## config.mk

```make
export PLATFORM = sky130hd
export DESIGN_NAME = nv_host_ctrl
export DESIGN_NICKNAME = d
export VERILOG_FILES = /design/src/nv_host_pkg.sv /design/src/nv_tbl_if.sv /design/src/nv_cmd_table.sv /design/src/nv_host_ctrl.sv
export VERILOG_INCLUDE_DIRS = /design/src /design/src/src
export SDC_FILE = /design/constraint.sdc
export NUM_CORES = 1
export LEC_CHECK = 0
export BUFFER_PORTS_ARGS = -buffer_cell sky130_fd_sc_hd__buf_2
export CORE_MARGIN = 3
export CORE_UTILIZATION = 58
export CTS_CLUSTER_SIZE = 24
export DETAILED_ROUTE_END_ITERATION = 10
export GPL_ROUTABILITY_DRIVEN = 0
export PLACE_DENSITY = 0.79
export SYNTH_ARGS = -nofsm -noshare
export SYNTH_HDL_FRONTEND = slang
export SYNTH_SLANG_ARGS = --single-unit
export TNS_END_PERCENT = 1
```

## constraint.sdc

```tcl
create_clock -name i_sys_clk -period 15.8 [get_ports i_sys_clk]
set_input_delay 2.37 -clock i_sys_clk [delete_from_list [all_inputs] [get_ports i_sys_clk]]
set_output_delay 2.37 -clock i_sys_clk [all_outputs]
set_load 0.05 [all_outputs]
```

## src/nv_host_cfg.svh

```systemverilog
// Constants of the nvSRAM host controller: widths, pin timing, waits.
// Assumes a 10 MHz system clock; every count of a printed time is derived from it.
`ifndef NV_HOST_CFG_SVH
`define NV_HOST_CFG_SVH

// ==========================================================================
// Widths and sizes
`define ADDR_W          15
`define DATA_W          8
`define CNT_W           18
`define SEQ_LEN         6
`define IDX_W           3
`define LAST_STEP       3'h5

// ==========================================================================
// Clock and printed times
`define CLK_PERIOD_NS   100
`define T_RC_NS         45
`define T_WC_NS         45
`define T_PHSB_NS       15
`define T_HHHD_NS       500
`define T_SS_US         100
`define T_RECALL_US     200
`define T_STORE_MS      8
`define T_HRECALL_MS    20

// ==========================================================================
// Cycle counts; least times round up
`define CEIL_CYC(ns)    (((ns) + `CLK_PERIOD_NS - 1) / `CLK_PERIOD_NS)
`define RC_CYC          `CEIL_CYC(`T_RC_NS)
`define WC_CYC          `CEIL_CYC(`T_WC_NS)
`define PHSB_CYC        `CEIL_CYC(`T_PHSB_NS)
`define HHHD_CYC        `CEIL_CYC(`T_HHHD_NS)
`define SS_CYC          `CEIL_CYC(`T_SS_US * 1000)
`define RECALL_CYC      `CEIL_CYC(`T_RECALL_US * 1000)
`define STORE_CYC_DEF   `CEIL_CYC(`T_STORE_MS * 1000000)
`define HRECALL_CYC_DEF `CEIL_CYC(`T_HRECALL_MS * 1000000)
`define SETUP_CYC       3
`define ADDR_LOAD_CNT   1

`endif

```

## src/nv_host_pkg.sv

```systemverilog
// Types shared by the nvSRAM host controller files.
// Assumes nv_host_cfg.svh is on the include path.
`include "nv_host_cfg.svh"

package nv_host_pkg;

   // =======================================================================
   // Requests and controller states
   typedef enum logic [1:0] {
      OP_READ    = 2'h0,
      OP_WRITE   = 2'h1,
      OP_HWSTORE = 2'h2,
      OP_SOFT    = 2'h3
   } op_t;

   typedef enum logic [1:0] {
      KIND_OTHER  = 2'h0,
      KIND_STORE  = 2'h1,
      KIND_RECALL = 2'h2
   } soft_kind_t;

   typedef enum logic [2:0] {
      ST_BOOT    = 3'h0,
      ST_IDLE    = 3'h1,
      ST_SETUP   = 3'h3,
      ST_STROBE  = 3'h2,
      ST_RELEASE = 3'h6,
      ST_HWPULSE = 3'h7,
      ST_SETTLE  = 3'h5,
      ST_GUARD   = 3'h4
   } state_t;

endpackage

```

## src/nv_tbl_if.sv

```systemverilog
// Carrier between the controller and its command address table.
// Assumes both ends share the controller's clock.
`timescale 1ns/1ps
`include "nv_host_cfg.svh"

interface nv_tbl_if;
   logic                wr_en;
   logic [`IDX_W-1:0]   wr_idx;
   logic [`ADDR_W-1:0]  wr_addr;
   logic [`IDX_W-1:0]   rd_idx;
   logic [`ADDR_W-1:0]  rd_addr;

   modport ctrl (output wr_en, output wr_idx, output wr_addr,
                 output rd_idx, input rd_addr);
   modport mem  (input wr_en, input wr_idx, input wr_addr,
                 input rd_idx, output rd_addr);
endinterface

```

## src/nv_cmd_table.sv

```systemverilog
// Six-entry table of soft command addresses, registered read.
// Assumes writes and reads come from the controller on one clock.
`timescale 1ns/1ps
`include "nv_host_cfg.svh"

module nv_cmd_table
(
   input  wire logic  i_sys_clk,
   input  wire logic  i_rst,
   input  wire logic  i_clk_en,
   nv_tbl_if.mem      tbl
);
   logic [`ADDR_W-1:0] entry_reg [`SEQ_LEN];

   // ========================================================================
   // Entries
   genvar g;
   generate
      for (g = 0; g < `SEQ_LEN; g++)
      begin : g_entry
         always_ff @(posedge i_sys_clk or posedge i_rst)
         begin
            if (i_rst)
               entry_reg[g] <= '0;
            else if (i_clk_en && tbl.wr_en && tbl.wr_idx == `IDX_W'(g))
               entry_reg[g] <= tbl.wr_addr;
         end
      end
   endgenerate

   // ========================================================================
   // Registered read; an index past the table reads zero
   always_ff @(posedge i_sys_clk or posedge i_rst)
   begin
      if (i_rst)
         tbl.rd_addr <= '0;
      else if (i_clk_en)
         tbl.rd_addr <= (tbl.rd_idx < `IDX_W'(`SEQ_LEN)) ?
                        entry_reg[tbl.rd_idx] : '0;
   end
endmodule

```

## src/nv_host_ctrl.sv

```systemverilog
// Host controller for an asynchronous 32K x 8 nonvolatile SRAM.
// Assumes pin inputs synchronous to i_sys_clk and a pull-up on the
// store/busy wire; the host only ever pulls that wire low.
//
// What this block does
// - Write strobe stays high throughout every read cycle.
// - Store/busy is never pulled low during ordinary reads and writes.
// - Address changes only while chip select is high.
// - Each soft command step is a chip-select-controlled read.
// - Soft command is six consecutive reads, table order, strobe high.
// - Data from the sixth command read is discarded.
// - Each command read lasts at least 45 ns.
// - Hardware store pulls store/busy low at least 15 ns.
`timescale 1ns/1ps
`include "nv_host_cfg.svh"

module nv_host_ctrl
#(
   parameter int unsigned STORE_CYC   = `STORE_CYC_DEF,
   parameter int unsigned HRECALL_CYC = `HRECALL_CYC_DEF
)
(
   input  wire logic                i_sys_clk,
   input  wire logic                i_rst,
   input  wire logic                i_clk_en,
   input  wire logic                i_req,
   input  wire logic [1:0]          i_op,
   input  wire logic [1:0]          i_soft_kind,
   input  wire logic [`ADDR_W-1:0]  i_addr,
   input  wire logic [`DATA_W-1:0]  i_wdata,
   input  wire logic                i_tbl_we,
   input  wire logic [`IDX_W-1:0]   i_tbl_idx,
   input  wire logic [`ADDR_W-1:0]  i_tbl_addr,
   output logic                     o_ready,
   output logic                     o_done,
   output logic [`DATA_W-1:0]       o_rdata,
   output logic                     o_ce_n,
   output logic                     o_we_n,
   output logic                     o_oe_n,
   output logic [`ADDR_W-1:0]       o_addr,
   output logic [`DATA_W-1:0]       o_dq_out,
   output logic                     o_dq_oe,
   input  wire logic [`DATA_W-1:0]  i_dq_in,
   input  wire logic                i_store_busy_n,
   output logic                     o_store_busy_n_out,
   output logic                     o_store_busy_n_oe
);
   nv_host_pkg::state_t      state_reg;
   nv_host_pkg::state_t      state_next;
   nv_host_pkg::op_t         op_reg;
   nv_host_pkg::op_t         op_next;
   nv_host_pkg::soft_kind_t  kind_reg;
   logic [`CNT_W-1:0]        cnt_reg;
   logic [`CNT_W-1:0]        cnt_next;
   logic [`IDX_W-1:0]        step_reg;
   logic [`ADDR_W-1:0]       addr_reg;
   logic [`DATA_W-1:0]       wdata_reg;
   logic                     accept;
   logic                     cnt_zero;
   logic                     settle_done;
   logic                     is_read_next;
   nv_tbl_if                 tbl ();

   assign tbl.wr_en   = i_tbl_we;
   assign tbl.wr_idx  = i_tbl_idx;
   assign tbl.wr_addr = i_tbl_addr;
   assign tbl.rd_idx  = step_reg;

   nv_cmd_table u_table
   (
      .i_sys_clk (i_sys_clk),
      .i_rst     (i_rst),
      .i_clk_en  (i_clk_en),
      .tbl       (tbl.mem)
   );

   // ========================================================================
   // Sequencing
   assign cnt_zero = (cnt_reg == '0);
   // Hardware store: wait until the device lets the wire go high again;
   // the first settle cycle is skipped because the pulse may not be seen yet
   assign settle_done = i_store_busy_n &&
      (cnt_zero || (op_reg == nv_host_pkg::OP_HWSTORE &&
                    cnt_reg != `CNT_W'(STORE_CYC - 1)));
   assign op_next = accept ? nv_host_pkg::op_t'(i_op) : op_reg;
   assign is_read_next = (op_next == nv_host_pkg::OP_READ) ||
                         (op_next == nv_host_pkg::OP_SOFT);

   always_comb
   begin
      state_next = state_reg;
      accept     = 1'b0;
      unique case (state_reg)
         nv_host_pkg::ST_BOOT:
            if (cnt_zero && i_store_busy_n)
               state_next = nv_host_pkg::ST_IDLE;
         nv_host_pkg::ST_IDLE:
            if (i_req && i_store_busy_n)
            begin
               accept     = 1'b1;
               state_next = (i_op == nv_host_pkg::OP_HWSTORE) ?
                            nv_host_pkg::ST_HWPULSE : nv_host_pkg::ST_SETUP;
            end
         nv_host_pkg::ST_SETUP:
            if (cnt_zero)
               state_next = nv_host_pkg::ST_STROBE;
         nv_host_pkg::ST_STROBE:
            if (cnt_zero)
               state_next = nv_host_pkg::ST_RELEASE;
         // Six steps, then the processing wait
         nv_host_pkg::ST_RELEASE:
            if (op_reg != nv_host_pkg::OP_SOFT)
               state_next = nv_host_pkg::ST_IDLE;
            else if (step_reg != `LAST_STEP)
               state_next = nv_host_pkg::ST_SETUP;
            else
               state_next = nv_host_pkg::ST_SETTLE;
         nv_host_pkg::ST_HWPULSE:
            if (cnt_zero)
               state_next = nv_host_pkg::ST_SETTLE;
         nv_host_pkg::ST_SETTLE:
            if (settle_done)
               state_next = nv_host_pkg::ST_GUARD;
         nv_host_pkg::ST_GUARD:
            if (cnt_zero)
               state_next = nv_host_pkg::ST_IDLE;
      endcase
   end

   always_ff @(posedge i_sys_clk or posedge i_rst)
   begin
      if (i_rst)
         state_reg <= nv_host_pkg::ST_BOOT;
      else if (i_clk_en)
         state_reg <= state_next;
   end

   // ========================================================================
   // Shared down counter, reloaded on every state entry
   always_comb
   begin
      cnt_next = cnt_zero ? cnt_reg : cnt_reg - `CNT_W'(1);
      if (state_next != state_reg || state_reg == nv_host_pkg::ST_RELEASE)
      begin
         unique case (state_next)
            nv_host_pkg::ST_SETUP:
               cnt_next = `CNT_W'(`SETUP_CYC - 1);
            // Strobe width from the slow grade
            nv_host_pkg::ST_STROBE:
               cnt_next = (op_reg == nv_host_pkg::OP_WRITE) ?
                          `CNT_W'(`WC_CYC - 1) : `CNT_W'(`RC_CYC - 1);
            nv_host_pkg::ST_HWPULSE:
               cnt_next = `CNT_W'(`PHSB_CYC - 1);
            // Soft command: processing time plus the operation; hardware store: store time only
            nv_host_pkg::ST_SETTLE:
               if (op_reg == nv_host_pkg::OP_HWSTORE)
                  cnt_next = `CNT_W'(STORE_CYC - 1);
               else if (kind_reg == nv_host_pkg::KIND_STORE)
                  cnt_next = `CNT_W'(`SS_CYC + STORE_CYC - 1);
               else if (kind_reg == nv_host_pkg::KIND_RECALL)
                  cnt_next = `CNT_W'(`SS_CYC + `RECALL_CYC - 1);
               else
                  cnt_next = `CNT_W'(`SS_CYC - 1);
            // Let the device finish driving the wire high
            nv_host_pkg::ST_GUARD:
               cnt_next = `CNT_W'(`HHHD_CYC - 1);
            default:
               cnt_next = '0;
         endcase
      end
   end

   always_ff @(posedge i_sys_clk or posedge i_rst)
   begin
      if (i_rst)
         cnt_reg <= `CNT_W'(HRECALL_CYC - 1);
      else if (i_clk_en)
         cnt_reg <= cnt_next;
   end

   // ========================================================================
   // Request capture and command step
   always_ff @(posedge i_sys_clk or posedge i_rst)
   begin
      if (i_rst)
      begin
         op_reg    <= nv_host_pkg::OP_READ;
         kind_reg  <= nv_host_pkg::KIND_OTHER;
         addr_reg  <= '0;
         wdata_reg <= '0;
      end
      else if (i_clk_en && accept)
      begin
         op_reg    <= op_next;
         kind_reg  <= nv_host_pkg::soft_kind_t'(i_soft_kind);
         addr_reg  <= i_addr;
         wdata_reg <= i_wdata;
      end
   end

   always_ff @(posedge i_sys_clk or posedge i_rst)
   begin
      if (i_rst)
         step_reg <= '0;
      else if (i_clk_en)
      begin
         if (state_next == nv_host_pkg::ST_IDLE)
            step_reg <= '0;
         else if (state_reg == nv_host_pkg::ST_RELEASE &&
                  state_next == nv_host_pkg::ST_SETUP)
            step_reg <= step_reg + `IDX_W'(1);
      end
   end

   // ========================================================================
   // Memory pins
   always_ff @(posedge i_sys_clk or posedge i_rst)
   begin
      if (i_rst)
      begin
         o_ce_n   <= 1'b1;
         o_we_n   <= 1'b1;
         o_oe_n   <= 1'b1;
         o_dq_oe  <= 1'b0;
         o_dq_out <= '0;
      end
      else if (i_clk_en)
      begin
         // Select and output enable clock each command step
         o_ce_n  <= (state_next != nv_host_pkg::ST_STROBE);
         o_oe_n  <= !(state_next == nv_host_pkg::ST_STROBE && is_read_next);
         // Write strobe only for write requests
         o_we_n  <= !(state_next == nv_host_pkg::ST_STROBE &&
                      op_next == nv_host_pkg::OP_WRITE);
         o_dq_oe <= (state_next == nv_host_pkg::ST_STROBE &&
                     op_next == nv_host_pkg::OP_WRITE);
         o_dq_out <= wdata_reg;
      end
   end

   // Address moves only in the setup phase, select still high
   // loading mid-setup also gives the table read its one-cycle latency
   always_ff @(posedge i_sys_clk or posedge i_rst)
   begin
      if (i_rst)
         o_addr <= '0;
      else if (i_clk_en && state_reg == nv_host_pkg::ST_SETUP &&
               cnt_reg == `CNT_W'(`ADDR_LOAD_CNT))
         o_addr <= (op_reg == nv_host_pkg::OP_SOFT) ? tbl.rd_addr : addr_reg;
   end

   // ========================================================================
   // Store/busy wire: open drain, low only
   always_ff @(posedge i_sys_clk or posedge i_rst)
   begin
      if (i_rst)
      begin
         o_store_busy_n_out <= 1'b0;
         o_store_busy_n_oe  <= 1'b0;
      end
      else if (i_clk_en)
      begin
         o_store_busy_n_out <= 1'b0;
         // Pulled only in the store pulse
         o_store_busy_n_oe  <= (state_next == nv_host_pkg::ST_HWPULSE);
      end
   end

   // ========================================================================
   // User answer
   always_ff @(posedge i_sys_clk or posedge i_rst)
   begin
      if (i_rst)
      begin
         o_ready <= 1'b0;
         o_done  <= 1'b0;
         o_rdata <= '0;
      end
      else if (i_clk_en)
      begin
         o_ready <= (state_next == nv_host_pkg::ST_IDLE);
         o_done  <= (state_next == nv_host_pkg::ST_IDLE &&
                     state_reg != nv_host_pkg::ST_IDLE &&
                     state_reg != nv_host_pkg::ST_BOOT);
         // Command reads never update the read data
         if (state_reg == nv_host_pkg::ST_STROBE && cnt_zero &&
             op_reg == nv_host_pkg::OP_READ)
            o_rdata <= i_dq_in;
      end
   end
endmodule

```

==> flow_summary.ini <==
[power]
p_clk_share_pct = 23.6
intPower_mw = 1.10
powerDensity_nw_per_um2 = 170
p_sw_share_pct = 36.8
peakVddDrop_mv = 0.101
leakagePower_nw = 4.63
finalPower_mw = 1.75
combPwrFrac_pct = 32.0
switchingPower_mw = 0.643
seq_power_share_pct = 44.3

[job]
maxCapViolCount = 0

[floorplan]
die_y_um = 131
rows = 44
die_x_um = 131
dieArea_sq_um = 17100
start_util_pct = 60.7
coreArea_sq_um = 14900
ios = 98

[worst_hold_path]
min_path_type = register to register
holdCritStartpoint = o_ce_n
min_to = o_ce_n
min_path_cells = 2

[yosys]
yosysWarnings = 0
synth_cell_types = 66
synth_top_area_share_pct = 49.9
syn_nets = 793
synth-main-ff-cell = dfrtp_1
synth_area_per_cell_sq_um = 12.4
synthCells = 726
synth_top_cell_by_area = dfrtp_1
synth-async-reset-ratio_pct = 100
synth_edf_count = 0
seq_area_frac_synth_pct = 54.0
syn_area_sq_um = 9020
ys_seq_elements = 194
synth.top_cells.by_area = dfrtp_1, mux2_2, dfstp_2, mux4_2, nor2_1

[clock_network]
post_cts_buffers = 0
cts_hold_buf = 0
htree_levels = 4
cts_root_buf = clkbuf_16
cts.clk_slew.worst_paths_ns = 0.07
cts-buffers-inserted = 17
ctsResizeCount = 0
cts_num_sinks = 194
cts.path.max_buffers = 2
cts_tree = built
clock_latency_ns = 0.43

[grt]
grt-ovfl-total = 0
grt_pass1_vias = 6344
grt_pass1_wl_um = 33200
antenna_found_initial = 0
grt_usage_pct = 25.1
grt_max_degree = 106

[setup_path]
max_stage_delay_ns = 0.69
worst_path_max_delay_cell = or4b_2
reg2reg_depth = 9
path_cells = buf_2, and3b_1, and2_0, or2_1, or3_1, or4b_2, o21ai_0, a22o_1
criticalPathCategory = input pin to register
crit_buf_inv = 1
r2r_start = cnt_reg[1]
start_kind = input pin
rrSetupSlack_ns = 12.17
crit_arrival_ns = 4.88
r2r_end = cnt_reg[13]
critPathMaxFanout = 20
crit_family = simple AND/OR/NAND/NOR gates
endpoint_kind = register
required_ns = 16.17

[timing]
fmax_mhz = 221
min_period_ns = 4.52
drv_slew = 0
slew_headroom_pct = 22.1
tns_ns = 0
worst_pin_slew_ns = 1.17
hold_ws_ns = 0.488
finalSetupViolations = 0
fin_crit_sh_pct = 28.6
hold_viol = 0
finClkSkew_ns = 0.00969
grt_setup_unrepaired = false

[routing]
via_per_inst = 6.27
drtIter0Drc = 651
wl_met1_um = 9260
wl_per_cell_um = 20.6
vias = 6331
wl_met2_um = 10000
wirelength_um = 20800
wl_met3_um = 1360
routed.top_layer = met4
ant_nets = 0
first_pass_iters = 5
drc = 0

[place]
dpl_cell_area_sq_um = 9660
hpwl_um = 13700
portBuffers = 96

[cells_and_area]
seqCellArea_sq_um = 4870
final_cell_mix = dfrtp_1, mux2_2, buf_2, nor2_1, nand2_1
layout_commonest_cell = dfrtp_1
fin_area_sq_um = 10200
multi_input_area_sq_um = 3950
final_nets = 880
largest_register_ffs = 90
antenna_cells = 0
drive_gt1_share_pct = 40.6
syn2layout_area_growth_pct = 13.6
fill_cells = 1046

[status]
status = finished clean
## worst max-delay path by stage
stage | from | endpoint | slack, ns | cells past startpoint
2_1_floorplan | i_rst | addr_reg[0] | 8.17 | 1
3_3_place_gp | i_clk_en | u_table.entry_reg[18] | 10.69 | 6
6_report | i_store_busy_n | cnt_reg[2] | 11.28 | 8
5_1_grt | i_clk_en | u_table.entry_reg[14] | 11.19 | 5
3_5_place_dp | i_clk_en | u_table.entry_reg[18] | 10.60 | 6
4_1_cts | i_clk_en | u_table.entry_reg[18] | 10.96 | 6
## metrics by stage
step                setup WS, ns  utilization, %  cells
floorplan                   8.17               -    726
global placement           10.69            65.0    977
detailed placement         10.60            65.0    977
CTS                        10.96            68.9   1009
global route               11.19            69.0   1010
finish                     11.28            69.0   1010
## worst reg2reg max path, cell delays in order, from the launching register on
cell and delay (ns):
dfstp_2 0.38, inv_1 0.09, ha_1 0.22, nor3b_1 0.54, nand3_1 0.33, o211ai_1 0.31, nand3_1 0.43, or2_2 0.45
or4_4 0.51, a311oi_2 0.28
## final cells by class
class | count | share of cell area [%]
clock buffer | 17 | 4.15
sequential | 194 | 47.5
inverter | 17 | 0.671
tap | 184 | 2.25
clock inverter | 15 | 1.45
multi-input combinational | 478 | 38.6
timing repair buffer | 105 | 5.38
## layer usage
| metal | up-vias | GRT usage, % |
|---|---|---|
| met3 | 24 | 5.69 |
| met5 | - | 0 |
| met2 | 231 | 40.3 |
| met4 | 0 | 6.11 |
| li1 | 2847 | - |
| met1 | 3229 | 35.1 |
## kinds of logic (layout without fill, tap and decap cells)
family          after synthesis  in the layout  synth area share, %
buf+inv                      54            154                 2.40
compound gates               98             98                 7.38
fa+ha+maj                     8              8                 1.11
xor+xnor                      1              1               0.0971
flops                       194            194                 54.0
mux                         182            182                 24.3
other cells                   1              1               0.0416
simple gates                188            188                 10.6
## power groups by stage
stage	combinational (mW)	sequential, mW	clock, mW
final	0.559	0.773	0.413
after global routing	0.607	0.790	0.442
after CTS	0.558	0.770	0.421
after detailed placement	0.551	0.776	0
after global placement	0.534	0.763	0
after floorplan	0.381	0.799	0
## cells in the mapped netlist (all sizes together), types with 3 or more instances
| cell | number |
|---|---|
| nand4 | 9 |
| or4 | 3 |
| nor4 | 9 |
| nand2 | 33 |
| a221oi | 17 |
| inv | 16 |
| and2 | 3 |
| nand3 | 15 |
| a21oi | 32 |
| mux4 | 15 |
| clkbuf | 34 |
| or2 | 3 |
| or3 | 6 |
| a32oi | 3 |
| mux2i | 17 |
| dfstp | 14 |
| nand2b | 3 |
| nor3 | 22 |
| mux2 | 150 |
| and3 | 3 |
| buf | 3 |
| o21ai | 19 |
| nor2 | 67 |
| dfrtp | 180 |
| ha | 8 |
Power figures use the tool's default switching activity.
